$ cat config.mk
export PLATFORM = sky130hd
export DESIGN_NAME = slsl_status
export DESIGN_NICKNAME = d
export VERILOG_FILES = /design/src/slsl_pkg.sv /design/src/slsl_light_class.sv /design/src/slsl_status.sv
export SDC_FILE = /design/constraint.sdc
export NUM_CORES = 1
export LEC_CHECK = 0
export BUFFER_PORTS_ARGS = -buffer_cell sky130_fd_sc_hd__buf_2
export CAP_MARGIN = 10
export CORE_ASPECT_RATIO = 0.7
export CORE_UTILIZATION = 47
export DETAILED_ROUTE_END_ITERATION = 12
export PLACE_DENSITY = 0.79
export SLEW_MARGIN = 20
export SYNTH_ARGS = -nofsm -noshare
export SYNTH_HDL_FRONTEND = slang
export SYNTH_SLANG_ARGS = --single-unit
$ cat constraint.sdc
create_clock -name clk -period 7.9 [get_ports clk]
set_clock_uncertainty 0.15 [all_clocks]
set_input_delay 0 -clock clk [delete_from_list [all_inputs] [get_ports clk]]
set_output_delay 0 -clock clk [all_outputs]
set_load 0.05 [all_outputs]
$ cat src/slsl_pkg.sv
// Shared constants for the status LED and ambient light block
package slsl_pkg;
  // System clock rate
  localparam longint CLK_HZ            = 125_000_000;
  // Warm-up time after power-on, in minutes
  localparam longint WARMUP_MINUTES    = 15;
  localparam longint WARMUP_CYCLES     = WARMUP_MINUTES * 60 * CLK_HZ;
  // Blink half period in milliseconds and one second in cycles
  localparam longint BLINK_HALF_MS     = 500;
  localparam longint BLINK_CYCLES      = (BLINK_HALF_MS * CLK_HZ) / 1000;
  localparam longint SECOND_CYCLES     = CLK_HZ;

  // Holding register offsets
  localparam logic [15:0] ADDR_BUS_SILENCE_TIMEOUT    = 16'h0008;
  localparam logic [15:0] ADDR_TERMINATION_ENABLE     = 16'h0009;
  localparam logic [15:0] ADDR_LIGHT_STANDBY_THRESHOLD = 16'h0023;
  localparam logic [15:0] ADDR_LIGHT_ACTIVE_THRESHOLD = 16'h0024;
  localparam logic [15:0] ADDR_LED_SOURCE_SELECT      = 16'h004f;
  localparam logic [15:0] ADDR_LED_BRIGHTNESS         = 16'h0050;
  // Input register offsets
  localparam logic [15:0] ADDR_AMBIENT_LIGHT_LUX      = 16'h0029;
  localparam logic [15:0] ADDR_LIGHT_LEVEL_STATE      = 16'h002a;

  // Reset values
  localparam logic [15:0] RST_BUS_SILENCE_TIMEOUT     = 16'h0000;
  localparam logic        RST_TERMINATION_ENABLE      = 1'b0;
  localparam logic [15:0] RST_LIGHT_STANDBY_THRESHOLD = 16'h000a;
  localparam logic [15:0] RST_LIGHT_ACTIVE_THRESHOLD  = 16'h0064;
  localparam logic [1:0]  RST_LED_SOURCE_SELECT       = 2'h0;
  localparam logic [6:0]  RST_LED_BRIGHTNESS          = 7'h64;

  // Field positions and limits
  localparam int          TERM_EN_BIT                 = 0;
  localparam logic [6:0]  BRIGHT_MAX                  = 7'h64;
  localparam logic [6:0]  BRIGHT_STEP                 = 7'h0a;
  localparam logic [6:0]  PWM_LAST                    = 7'h63;

  // LED source selection codes
  localparam logic [1:0]  SRC_VOC                     = 2'h0;
  localparam logic [1:0]  SRC_TEMP                    = 2'h1;
  localparam logic [1:0]  SRC_RH                      = 2'h2;

  // Light level state codes
  localparam logic [1:0]  LVL_STANDBY                 = 2'h0;
  localparam logic [1:0]  LVL_LOW                     = 2'h1;
  localparam logic [1:0]  LVL_ACTIVE                  = 2'h2;
endpackage : slsl_pkg

$ cat src/slsl_light_class.sv
// Ambient light level classifier against standby and active thresholds
`timescale 1ns/10ps
`default_nettype none
module slsl_light_class
  import slsl_pkg::*;
(
  // Measurement and thresholds
  input  wire logic [15:0] lux,
  input  wire logic [15:0] standby_thr,
  input  wire logic [15:0] active_thr,
  // Previous and new classification
  input  wire logic [1:0]  prev_level,
  output logic      [1:0]  next_level
);
  // Equality with a threshold keeps the old state, a small hysteresis
  always_comb begin
    next_level = prev_level;
    if (lux < standby_thr) begin
      next_level = LVL_STANDBY;
    end else if (lux > active_thr) begin
      next_level = LVL_ACTIVE;
    end else if ((lux > standby_thr) && (lux < active_thr)) begin
      next_level = LVL_LOW;
    end
  end
endmodule : slsl_light_class
`default_nettype wire

$ cat src/slsl_status.sv
// Status LED driver, warm-up timer and ambient light register block
`timescale 1ns/10ps
`default_nettype none
module slsl_status
  import slsl_pkg::*;
#(
  parameter longint WARMUP_LEN = WARMUP_CYCLES,
  parameter longint BLINK_LEN  = BLINK_CYCLES,
  parameter longint SECOND_LEN = SECOND_CYCLES
) (
  // Clock and reset
  input  wire logic             clk,
  input  wire logic             rst_b,
  // Register access from the Modbus function engine
  input  wire logic             reg_wr,
  input  wire logic             reg_rd,
  input  wire logic             reg_input_space,
  input  wire logic [15:0]      reg_addr,
  input  wire logic [15:0]      reg_wdata,
  output wire logic [15:0]      reg_rdata,
  output wire logic             reg_ack,
  output wire logic             reg_exc,
  // Bus traffic seen by the frame receiver
  input  wire logic             bus_activity,
  // Measurements: 0 VOC, 1 temperature, 2 humidity
  input  wire logic [2:0][15:0] meas_value,
  input  wire logic [2:0][15:0] alert_min,
  input  wire logic [2:0][15:0] alert_max,
  input  wire logic [2:0][15:0] range_min,
  input  wire logic [2:0][15:0] range_max,
  input  wire logic [15:0]      ambient_lux_in,
  // Device conditions
  input  wire logic             sensor_link_lost,
  input  wire logic             boot_mode,
  input  wire logic             fw_download,
  // Outputs
  output wire logic             led_green,
  output wire logic             led_yellow,
  output wire logic             led_red,
  output wire logic [15:0]      voc_reported,
  output wire logic             line_termination_resistor,
  output wire logic             warmup_busy
);

  // Whole module state in one record
  typedef struct packed {
    logic [15:0] tmo;       // Bus silence timeout, seconds
    logic        term;      // Termination enable
    logic [15:0] stby;      // Standby threshold
    logic [15:0] actv;      // Active threshold
    logic [1:0]  src;       // LED source select
    logic [6:0]  bright;    // Brightness percent
    logic [15:0] lux;       // Captured lux value
    logic [1:0]  lvl;       // Light level state
    logic [39:0] warm_cnt;  // Warm-up cycle count
    logic        warm;      // Warm-up in progress
    logic [39:0] blink_cnt; // Blink half period count
    logic        phase;     // Blink phase
    logic [39:0] sec_cnt;   // One second prescaler
    logic [15:0] quiet_s;   // Seconds since last traffic
    logic        silent;    // Silence timeout expired
    logic [6:0]  pwm_cnt;   // Brightness PWM position
    logic        ind_g;     // Unmodulated green
    logic        ind_y;     // Unmodulated yellow
    logic        ind_r;     // Unmodulated red
    logic        led_g;     // Modulated outputs
    logic        led_y;
    logic        led_r;
    logic [15:0] voc_out;   // Reported VOC
    logic [15:0] rdata;     // Read data
    logic        ack;       // Access answered
    logic        exc;       // Unmapped access
  } slsl_state_t;

  slsl_state_t s;           // Current state
  slsl_state_t next_s;      // Next state
  logic [1:0]  next_lvl;    // From classifier
  logic [15:0] sel_val;     // Selected quantity
  logic [1:0]  sel_idx;     // Selected index, sanitised
  logic        out_range;   // Outside measurement range
  logic        in_alert;    // Outside alert limits, inside range
  logic        pwm_on;      // Brightness gate
  logic        range_mode;  // No boot, warm-up or fault pattern active

  // Light classifier
  slsl_light_class u_class (
    .lux         (s.lux),
    .standby_thr (s.stby),
    .active_thr  (s.actv),
    .prev_level  (s.lvl),
    .next_level  (next_lvl)
  );

  // Range checks on the chosen quantity; illegal code falls back to VOC
  always_comb begin
    sel_idx   = (s.src == SRC_TEMP || s.src == SRC_RH) ? s.src : SRC_VOC;
    sel_val   = meas_value[sel_idx];
    out_range = (sel_val < range_min[sel_idx]) || (sel_val > range_max[sel_idx]);
    in_alert  = !out_range && ((sel_val < alert_min[sel_idx]) || (sel_val > alert_max[sel_idx]));
    pwm_on    = (s.pwm_cnt < s.bright);
    // Steady colours only show when no blinking pattern claims the LEDs
    range_mode = !boot_mode && !s.warm && !sensor_link_lost && !s.silent;
  end

  // Next state
  always_comb begin
    next_s     = s;
    next_s.ack = 1'b0;
    next_s.exc = 1'b0;
    next_s.lux = ambient_lux_in;
    next_s.lvl = next_lvl;

    // Warm-up timer, runs once after reset
    if (s.warm) begin
      if (s.warm_cnt >= 40'(WARMUP_LEN - 1)) begin
        next_s.warm = 1'b0;
      end else begin
        next_s.warm_cnt = s.warm_cnt + 40'h1;
      end
    end

    // Blink phase generator
    if (s.blink_cnt >= 40'(BLINK_LEN - 1)) begin
      next_s.blink_cnt = '0;
      next_s.phase     = ~s.phase;
    end else begin
      next_s.blink_cnt = s.blink_cnt + 40'h1;
    end

    // Silence seconds; traffic restarts both counters
    if (bus_activity) begin
      next_s.sec_cnt = '0;
      next_s.quiet_s = '0;
    end else if (s.sec_cnt >= 40'(SECOND_LEN - 1)) begin
      next_s.sec_cnt = '0;
      if (s.quiet_s != 16'hffff) begin
        next_s.quiet_s = s.quiet_s + 16'h1;
      end
    end else begin
      next_s.sec_cnt = s.sec_cnt + 40'h1;
    end
    next_s.silent = (s.tmo != 16'h0000) && (s.quiet_s >= s.tmo) && !bus_activity;

    // Brightness PWM, 100 slots
    next_s.pwm_cnt = (s.pwm_cnt >= PWM_LAST) ? 7'h00 : s.pwm_cnt + 7'h01;

    // Indication priority: boot, warm-up, faults, then range
    if (boot_mode) begin
      next_s.ind_g = s.phase;
      next_s.ind_y = ~s.phase;
      next_s.ind_r = fw_download & s.phase;
    end else if (s.warm) begin
      next_s.ind_g = s.phase;
      next_s.ind_y = 1'b0;
      next_s.ind_r = 1'b0;
    end else if (sensor_link_lost || s.silent) begin
      next_s.ind_g = 1'b0;
      next_s.ind_y = s.silent & s.phase;
      next_s.ind_r = sensor_link_lost & s.phase;
    end else begin
      next_s.ind_g = !out_range && !in_alert;
      next_s.ind_y = in_alert;
      next_s.ind_r = out_range;
    end
    next_s.led_g = s.ind_g & pwm_on;
    next_s.led_y = s.ind_y & pwm_on;
    next_s.led_r = s.ind_r & pwm_on;

    // VOC reads zero until warm-up ends
    next_s.voc_out = s.warm ? 16'h0000 : meas_value[SRC_VOC];

    // Register writes, holding space only
    if (reg_wr) begin
      next_s.ack = 1'b1;
      if (reg_input_space) begin
        next_s.exc = 1'b1; // Input registers are read-only
      end else begin
        unique case (reg_addr)
          ADDR_BUS_SILENCE_TIMEOUT:     next_s.tmo  = reg_wdata;
          ADDR_TERMINATION_ENABLE:      next_s.term = reg_wdata[TERM_EN_BIT];
          ADDR_LIGHT_STANDBY_THRESHOLD: next_s.stby = reg_wdata;
          ADDR_LIGHT_ACTIVE_THRESHOLD:  next_s.actv = reg_wdata;
          ADDR_LED_SOURCE_SELECT:       next_s.src  = reg_wdata[1:0];
          ADDR_LED_BRIGHTNESS: begin
            // Clip to 100 and round down to a 10 % step
            if (reg_wdata >= 16'(BRIGHT_MAX)) begin
              next_s.bright = BRIGHT_MAX;
            end else begin
              next_s.bright = reg_wdata[6:0] - (reg_wdata[6:0] % BRIGHT_STEP);
            end
          end
          default:                      next_s.exc  = 1'b1;
        endcase
      end
    end else if (reg_rd) begin
      // Register reads; unmapped answers zero with exception
      next_s.ack   = 1'b1;
      next_s.rdata = 16'h0000;
      if (reg_input_space) begin
        unique case (reg_addr)
          ADDR_AMBIENT_LIGHT_LUX: next_s.rdata = s.lux;
          ADDR_LIGHT_LEVEL_STATE: next_s.rdata = {14'h0000, s.lvl};
          default:                next_s.exc   = 1'b1;
        endcase
      end else begin
        unique case (reg_addr)
          ADDR_BUS_SILENCE_TIMEOUT:     next_s.rdata = s.tmo;
          ADDR_TERMINATION_ENABLE:      next_s.rdata = {15'h0000, s.term};
          ADDR_LIGHT_STANDBY_THRESHOLD: next_s.rdata = s.stby;
          ADDR_LIGHT_ACTIVE_THRESHOLD:  next_s.rdata = s.actv;
          ADDR_LED_SOURCE_SELECT:       next_s.rdata = {14'h0000, s.src};
          ADDR_LED_BRIGHTNESS:          next_s.rdata = {9'h000, s.bright};
          default:                      next_s.exc   = 1'b1;
        endcase
      end
    end
  end

  // State register; warm-up starts at reset release
  always_ff @(posedge clk or negedge rst_b) begin
    if (!rst_b) begin
      s        <= '0;
      s.tmo    <= RST_BUS_SILENCE_TIMEOUT;
      s.term   <= RST_TERMINATION_ENABLE;
      s.stby   <= RST_LIGHT_STANDBY_THRESHOLD;
      s.actv   <= RST_LIGHT_ACTIVE_THRESHOLD;
      s.src    <= RST_LED_SOURCE_SELECT;
      s.bright <= RST_LED_BRIGHTNESS;
      s.warm   <= 1'b1;
    end else begin
      s <= next_s;
    end
  end

  // Outputs straight from the state register
  assign led_green                 = s.led_g;
  assign led_yellow                = s.led_y;
  assign led_red                   = s.led_r;
  assign voc_reported              = s.voc_out;
  assign line_termination_resistor = s.term;
  assign warmup_busy               = s.warm;
  assign reg_rdata                 = s.rdata;
  assign reg_ack                   = s.ack;
  assign reg_exc                   = s.exc;
endmodule : slsl_status
`default_nettype wire

==> run summary, run 1 <==
• 2617 — Final nets
• 15537 — Vias
• 0.143 mV — worst IR drop on VDD
• 550 ps — clock insertion delay at the later pin of the skew report
• 261 — number of clock sinks
• 5410 ps — worst endpoint data arrival time
• 0.379 — sequential share of the synthesized area
• 0.824 mW — Sw Pwr
• 0.0518 — synthesized-area fraction occupied by xor and xnor cells
• 3.14 mW — post-layout total power
• 1824 — gate count after technology mapping
• 0.148 — part of the power in combinational logic
• no — setup repair after global routing missed its margin
• 9940 sq um — area of the multi-input gates
• 150 nW/um^2 — power density over the cells
• 0 — post_cts resized
• 0 — antenna violations before repair
• 0.146 — area fraction in compound gates after synthesis
• 0.230 — fraction of layout instances using a drive strength above 1
• 0.938 — gp weighted congestion
• 0.262 — Sw Ratio
• 0.197 GHz — Max Freq
• 0 — Max Slew Vio Count
• 0 — MaxCap Viol Count
• 1.00 — Post-synth ARST share
• 1070 ps — Worst Tran Pin Value
• 118 — Crit Path Max Fanout
• 162 um — die outline height
• 19.2 um — average detailed-routed wire length per instance
• 0.287 — headroom to the max-slew limit
• 58 — std cell rows
• 0.439 — register share of total power
• 0 — aggregate global routing overflow
• 51500 um — final wirelength
• built — clock tree from TritonCTS
• 21.3% — synthesis-to-finish area growth
• 0.0936 — adder and majority gate portion of the synthesized area
• 60 ps — register clock-pin slew on the reported worst setup and hold paths
• 0.268 — global-route usage over all layers
• reg2reg — critical path class
• 0.642 — Final period util
• 5.78 — number of vias per cell after detailed routing
• flop — element type at the critical path end
• 5 — number of iterations in the first detailed-routing pass
• 14688 — via count of the first global-routing pass
• 5070 ps — minimum period implied by the final worst setup slack
• in2reg — class of the tightest hold or removal check
• 87 — quantity of hold-fixing buffers added after cts
• 26 — Inserted Clock Buffers
• 9.46 sq um — mean post-synth cell area
• 1 — number of levels in the clock H-tree
• 0 — DR DRC count
• 3 — largest buffer count on any clock path
• 8240 ps — required time of the critical path
• flop — type of origin of the critical path
• 0 — Antenna Cells
• 0.103 — multiplexer fraction of the synthesized cell area
• 0.175 — post-synthesis simple-gate area fraction
• 0 — number of failing setup endpoints in the final timing report
• 0 — number of endpoints with negative hold slack in the final report
• sky130_fd_sc_hd__clkbuf_16 — root buffer selected by CTS
• 17200 sq um — Syn Std Cell Area
• 0 — Post-CTS Setup Bufs
• sky130_fd_sc_hd__dfrtp_1 — Post-synth top flop
• 0 — number of warning messages in the yosys log
• 2.32 mW — internal power summed over all cells
• 6550 sq um — register cell area after layout
• 335 — count of buffers inserted at the top-level ports
• 36000 sq um — core region area
• 0.479 — effective utilization at floorplan
• 81 — count of unique library cells instantiated by Yosys
• simple AND/OR/NAND/NOR gates — combinational family with the most area after synthesis
• 0 — count of flip-flops with a built-in enable after synthesis
• 0 — count of antenna-violating nets left after detailed routing
• 0 ps — setup TNS
• 37100 um — placed wire-length estimate after detailed placement
• 42.2 ps — worst hold-check slack
• 9.33 nW — leakage component of the power
• 336 — I/O pin total
• 0.413 — portion of total power attributed to the clock network
• 160 — maximum number of pins on one net before global-route repair
• 2946 — count of fill cells added during filler insertion
• 1726 — DRT iter0 DRCs
• 231 um — Die W
• complete, no violations — result of the run
• 261 — flops & latches, synth
• 79700 um — first-pass GRT wire length
• 37500 sq um — die area
-- power by group through the flow --
stage          clock [mW]  combinational [mW]  sequential (mW)
4_1_cts              1.31               0.452             1.38
6_report             1.30               0.465             1.38
3_3_place_gp            0               0.404             1.40
2_1_floorplan           0               0.236             1.40
3_5_place_dp            0               0.413             1.40
5_1_grt              1.37               0.506             1.38
-- flip-flops by register name, summed over array words and instances (netlist names) --
name and flops:
voc_reported 16, warmup_busy 1, line_termination_resistor 1, led_red 1
reg_ack 1, reg_exc 1, reg_rdata 16, led_yellow 1
led_green 1, s 222
-- worst paths after layout --
kind | start | end | slack, ps | cells past startpoint
worst max-delay path | s[212] | s[38] | 2830 | 12
worst min-delay path | reg_addr[1] | s[210] | 40 | 6
worst max register to register | s[212] | s[38] | 2830 | 12
worst min register to register | s[185] | s[185] | 230 | 0
max in group asynchronous | rst_b | s[75] | 6180 | 4
min in group asynchronous | rst_b | s[42] | 290 | 3
-- area by class of cell --
| class | count | share of cell area |
|---|---|---|
| tap | 480 | 0.0287 |
| multi-input combinational | 1399 | 0.475 |
| clock buffer | 33 | 0.0353 |
| sequential | 261 | 0.313 |
| clock inverter | 12 | 0.00712 |
| inverter | 74 | 0.0133 |
| timing repair buffer | 429 | 0.127 |
-- placed cells by master, fill, tap and decap left out, drive strengths merged, types with 7 or more instances in the layout --
cell type | Yosys | layout
buf | 63 | 343
dfrtp | 252 | 252
nand2 | 172 | 172
o21ai | 146 | 146
ha | 129 | 129
nor2 | 121 | 121
dlygate4sd3 | 0 | 86
mux2i | 83 | 83
mux2 | 82 | 82
inv | 73 | 74
a21oi | 64 | 64
xor2 | 58 | 58
nand3 | 53 | 53
nor2b | 49 | 49
xnor2 | 44 | 44
nand4 | 41 | 41
clkbuf | 53 | 33
a211oi | 31 | 31
nor4 | 28 | 28
o21a | 27 | 27
conb | 1 | 27
and3 | 22 | 22
nor3 | 22 | 22
nand2b | 18 | 18
and4 | 14 | 14
and2 | 13 | 13
o22ai | 12 | 12
or4 | 12 | 12
a21o | 11 | 11
a222oi | 11 | 11
or3 | 10 | 10
o211ai | 10 | 10
dfstp | 9 | 9
clkinv | 1 | 8
a221oi | 7 | 7
a22oi | 7 | 7
-- kinds of logic (layout without fill, tap and decap cells) --
group,Yosys count,after routing
xor gates and xnor gates,102,102
muxes,165,165
other,1,27
and+or+nand+nor,588,588
buffers and inverters,190,548
DFF,261,261
AOI/OAI and AO/OA,388,388
adders and majority gates,129,129
-- metrics by stage --
step / cells / util / area [sq um] / worst slack [ps]
5_1_grt: 2688 / 0.581 / 20900 / 2540
4_1_cts: 2687 / 0.581 / 20900 / 2890
3_3_place_gp: 2555 / 0.531 / 19100 / 3500
6_report: 2688 / 0.581 / 20900 / 2830
2_1_floorplan: 1850 / - / 17300 / 3770
3_5_place_dp: 2555 / 0.531 / 19100 / 3340
-- cell usage after synthesis (6+ instances only) --
master,n,area (sq um)
sky130_fd_sc_hd__nor2_1,120,450
sky130_fd_sc_hd__xor2_1,58,508
sky130_fd_sc_hd__a22o_1,6,52.6
sky130_fd_sc_hd__mux2_2,76,856
sky130_fd_sc_hd__dfstp_2,9,236
sky130_fd_sc_hd__nand2_1,171,642
sky130_fd_sc_hd__buf_4,34,255
sky130_fd_sc_hd__a22oi_1,7,52.6
sky130_fd_sc_hd__ha_1,129,1610
sky130_fd_sc_hd__o21ai_1,9,45.0
sky130_fd_sc_hd__nand3_1,52,260
sky130_fd_sc_hd__a211o_1,6,52.6
sky130_fd_sc_hd__a221oi_1,7,61.3
sky130_fd_sc_hd__dfrtp_1,252,6310
sky130_fd_sc_hd__o21ai_0,132,661
sky130_fd_sc_hd__a21oi_1,59,295
sky130_fd_sc_hd__and4_1,14,123
sky130_fd_sc_hd__o22ai_1,12,75.1
sky130_fd_sc_hd__or3_1,10,62.6
sky130_fd_sc_hd__nor3_1,18,90.1
sky130_fd_sc_hd__and3_1,22,138
sky130_fd_sc_hd__nand4_1,41,257
sky130_fd_sc_hd__buf_1,22,82.6
sky130_fd_sc_hd__clkbuf_1,53,199
sky130_fd_sc_hd__nand2b_1,18,113
sky130_fd_sc_hd__nor2b_1,49,307
sky130_fd_sc_hd__inv_1,73,274
sky130_fd_sc_hd__a21o_1,11,82.6
sky130_fd_sc_hd__a31oi_1,6,37.5
sky130_fd_sc_hd__or4_1,10,75.1
sky130_fd_sc_hd__xnor2_1,44,385
sky130_fd_sc_hd__nor4_1,26,163
sky130_fd_sc_hd__a222oi_1,11,110
sky130_fd_sc_hd__and2_1,11,68.8
sky130_fd_sc_hd__mux2i_1,83,831
sky130_fd_sc_hd__mux2_4,6,90.1
sky130_fd_sc_hd__o21a_1,27,203
sky130_fd_sc_hd__a211oi_1,31,233
sky130_fd_sc_hd__o211ai_1,9,67.6
-- per-layer routing --
layer	wire length, um	part of all wire	track usage
met2	22200	0.43	0.401
met1	23200	0.45	0.393
met4	1440	0.028	0.0756
met3	4640	0.090	0.0528
met5	0	0	0
-- critical path, stage by stage, from the launching register on --
cell and delay, ps:
sky130_fd_sc_hd__dfrtp_4 940, sky130_fd_sc_hd__buf_12 580, sky130_fd_sc_hd__mux2i_1 160, sky130_fd_sc_hd__a21oi_1 570, sky130_fd_sc_hd__ha_1 360, sky130_fd_sc_hd__a21oi_1 170
sky130_fd_sc_hd__nor2_1 50, sky130_fd_sc_hd__a2111oi_0 560, sky130_fd_sc_hd__o22a_1 230, sky130_fd_sc_hd__a21oi_1 80, sky130_fd_sc_hd__or3_1 400, sky130_fd_sc_hd__o21ai_0 150
sky130_fd_sc_hd__dlygate4sd3_1 560
Note: power is estimated with default switching activity, not from simulation.
==> inputs of run 2 (changes only) <==
- ABC_AREA: not set -> 1
- clock period: 7.9 -> 4.71 ns (I/O delays scaled with it)
==> run 2 against run 1 <==
  * Critical path depth increased by 5
  * Die area is 0.17% lower
  * Flip-flop and latch count did not move
  * Sequential power is 67% higher
  * Final cell count is 19% higher
  * Combinational power increased by 61%
  * Sequential share of layout area down 0.28 points
  * Worst setup slack worse by 2500 ps
  * Area after synthesis is 0.17% lower
==> run summary, run 2 <==
• 0 — post_cts resized, unchanged
• 56200 um — final wirelength, +9.2%
• 1 — antenna violations before repair, +1
• 0 — DR DRC count, unchanged
• 1.00 — gp weighted congestion, +6.9%
• 17200 sq um — Syn Std Cell Area, -0.17%
• built — clock tree from TritonCTS
• 3 — largest buffer count on any clock path, unchanged
• 60 ps — register clock-pin slew on the reported worst setup and hold paths, about the same
• sky130_fd_sc_hd__clkbuf_16 — root buffer selected by CTS
• 17 — depth of the most critical reg-to-reg path, +5
• 0 — MaxCap Viol Count, unchanged
• 1080 ps — Worst Tran Pin Value, +16.0 ps
• 336 — I/O pin total, unchanged
• flop — element type at the critical path end
• 16011 — via count of the first global-routing pass, +9.0%
• 1.00 — Post-synth ARST share, unchanged
• 9320 sq um — area of the multi-input gates, -6.3%
• 231 um — Die W, about the same
• 27 — Inserted Clock Buffers, +3.8%
• 0.167 — fraction of layout instances using a drive strength above 1, -0.0628
• 36000 sq um — core region area, unchanged
• 4690 ps — worst endpoint data arrival time, -720 ps
• meas_value[8] — Worst Hold Launch
• 2319 — gate count after technology mapping, +27%
• sky130_fd_sc_hd__buf_4 — slowest cell on the critical path
• 0 — number of endpoints with negative hold slack in the final report, unchanged
• 87 — Crit Path Max Fanout, -26%
• 0 — aggregate global routing overflow, unchanged
• 0 — number of failing setup endpoints in the final timing report, unchanged
• s — Top reg by flops
• 609 x sky130_fd_sc_hd__nand2_1, 334 x sky130_fd_sc_hd__buf_2, 252 x sky130_fd_sc_hd__dfrtp_1, 240 x sky130_fd_sc_hd__inv_1, 190 x sky130_fd_sc_hd__nor2_1 — highest-count cells in the layout ignoring fill and taps
• 22.4% — synthesis-to-finish area growth
• 42700 um — placed wire-length estimate after detailed placement, +15%
• 254 nW/um^2 — power density over the cells, +69%
• 261 — number of clock sinks, unchanged
• 7.42 sq um — mean post-synth cell area, -21%
• 335 — count of buffers inserted at the top-level ports, unchanged
• 0.275 mV — worst IR drop on VDD, +93%
• s[38] — reg2reg end
• 222 — Largest register FFs, unchanged
• 6 — number of iterations in the first detailed-routing pass, +1
• inv_1, nand2_2, buf_4, o21ai_0, a21oi_1, ha_1, nand4_1, inv_1, a21oi_1, a21boi_0, a21oi_1, a21oi_1, nand3_1, nand2_1, nand2_1, nand2_1, dlygate4sd3_1 — critical path, cell by cell
• 0 — count of flip-flops with a built-in enable after synthesis, unchanged
• 0.290 — global-route usage over all layers, +0.0221
• 37400 sq um — die area, -0.17%
• sky130_fd_sc_hd__dfrtp_1 — Post-synth top flop
• 3232 — count of fill cells added during filler insertion, +9.7%
• 550 ps — clock insertion delay at the later pin of the skew report, about the same
• 23800 um — met2 routed wirelength, +7.2%
• 26000 um — M1 WL, +12%
• 261 — flops & latches, synth, unchanged
• buffers and inverters — cell family contributing the most delay on the critical path
• 17.5 um — average detailed-routed wire length per instance, -8.5%
• 10.3 nW — leakage component of the power, +10%
• 0.924 — Final period util, +0.282
• 162 um — die outline height, about the same
• 58 — std cell rows, unchanged
• 0 — Max Slew Vio Count, unchanged
• flop — type of origin of the critical path
• 0 — Antenna Cells, unchanged
• sky130_fd_sc_hd__dfrtp_1 — post-synth top area cell
• 5.36 mW — post-layout total power, +71%
• 0.230 GHz — Max Freq, +17%
• no — setup repair after global routing missed its margin
• 6540 sq um — register cell area after layout, -0.11%
• 4 — Buf+Inv Stages, Crit Path, +2
• 5050 ps — required time of the critical path, -3190 ps
• 17649 — Vias, +14%
• 3133 — Final nets, +20%
• 155 — maximum number of pins on one net before global-route repair, -3.1%
• sky130_fd_sc_hd__nand2_1 — count leader, synth
• 360 ps — worst-case register-to-register setup slack, -2470 ps
• sky130_fd_sc_hd__a21oi_1 — library cell appearing most often on the critical path
• 0 — number of warning messages in the yosys log, unchanged
• 0 — count of antenna-violating nets left after detailed routing, unchanged
• 0 ps — setup TNS, unchanged
• 4950 um — detailed route wirelength on metal3, +6.5%
• reg2reg — critical path class
• complete, no violations — result of the run
• voc_reported[8] — endpoint with the worst hold slack
• 4350 ps — minimum period implied by the final worst setup slack, -721 ps
• 5.50 — number of vias per cell after detailed routing, -4.8%
• s[212] — R2R Path Start
• 90 — quantity of hold-fixing buffers added after cts, +3.4%
• sky130_fd_sc_hd__nand2_1 — most frequent standard cell in the layout excluding fill and tap cells
• 0.366 — area share of the leading cell type in the synthesized netlist, +0.000611
• 650 ps — slowest cell delay on critical path, -290 ps
• 86100 um — first-pass GRT wire length, +8.1%
• 0.478 — effective utilization at floorplan, -0.000800
• 0 — Post-CTS Setup Bufs, unchanged
• in2reg — class of the tightest hold or removal check
• 51 — count of unique library cells instantiated by Yosys, -37%
• 1 — number of levels in the clock H-tree, unchanged
• 611 x sky130_fd_sc_hd__nand2_1, 252 x sky130_fd_sc_hd__dfrtp_1, 240 x sky130_fd_sc_hd__inv_1 — most numerous cell types in the synthesized netlist
• 0.275 — headroom to the max-slew limit, -0.0124
• sky130_fd_sc_hd__dfrtp_1 37%, sky130_fd_sc_hd__nand2_1 13%, sky130_fd_sc_hd__ha_1 9.4% — cell types with the largest area share after synthesis
• 4 — instance count along the most critical hold path, -2
• 1863 — DRT iter0 DRCs, +7.9%
• 0.380 — sequential share of the synthesized area, +0.000634
• met5 — top sig layer
run 2: changes by cell type in the layout (fill, tap and decap cells not counted), moves of 49 or more:
cell and delta:
sky130_fd_sc_hd__nand2_1 +438, sky130_fd_sc_hd__inv_1 +167, sky130_fd_sc_hd__nand3_1 +93, sky130_fd_sc_hd__mux2i_1 -83, sky130_fd_sc_hd__nor2_1 +70, sky130_fd_sc_hd__mux2_2 -60, sky130_fd_sc_hd__nor2b_1 -49
run 2: area by class of cell:
type	instances	area share
flip-flops and latches	261	0.310
multi-input cells	1731	0.442
clock buffers	35	0.0354
well taps	480	0.0285
repair buffers	439	0.129
inverters	247	0.0440
clock inverters	14	0.0104
run 2: how the worst max path moves through the flow:
stage,startpoint,to,slack (ps),cells past startpoint
after detailed placement,reg_wdata[4],s[210],960,33
after global placement,s[212],s[38],1110,19
after floorplan,reg_wdata[6],s[210],1470,31
final,s[212],s[38],360,17
after global routing,s[212],s[38],130,20
after CTS,s[212],s[38],450,20
run 2: worst register-to-register path, delay by kind of cell, from the launching register on:
family          cells  cell delay, ps
fa+ha+maj           1             360
flops               1             470
compound gates      6            1360
simple gates        6             550
buf+inv             4            1390
run 2: kinds of logic after synthesis:
kind of cell,Yosys count,share of synthesized area
simple gates,1140,0.286
buf+inv,353,0.0852
mux,16,0.0105
other cells,1,0.000218
xor+xnor,57,0.0290
compound gates,362,0.115
flops,261,0.380
fa+ha+maj,129,0.0937
run 2: report_power, final:
group	switching, mW	total (mW)	internal [mW]	leakage [nW]
Sequential	0.0199	2.30	2.28	3.42
Combinational	0.441	0.747	0.305	6.39
Clock	0.922	2.32	1.40	0.458
run 2: per-layer routing:
metal  up-vias  global-route usage
met1      8261               0.443
met2       844               0.426
met3       109              0.0465
li1       8433                   -
met5         -                   0
met4         2              0.0710
run 2: per-stage QoR:
step	cells	cell area [sq um]	worst slack [ps]	hold slack, ps	utilization
4_1_cts	3207	21100	454	50.0	0.585
5_1_grt	3207	21100	128	88.8	0.585
2_1_floorplan	2345	17300	1470	-446	-
6_report	3207	21100	359	73.8	0.585
3_5_place_dp	3068	19200	965	-220	0.533
3_3_place_gp	3068	19200	1110	-226	0.533
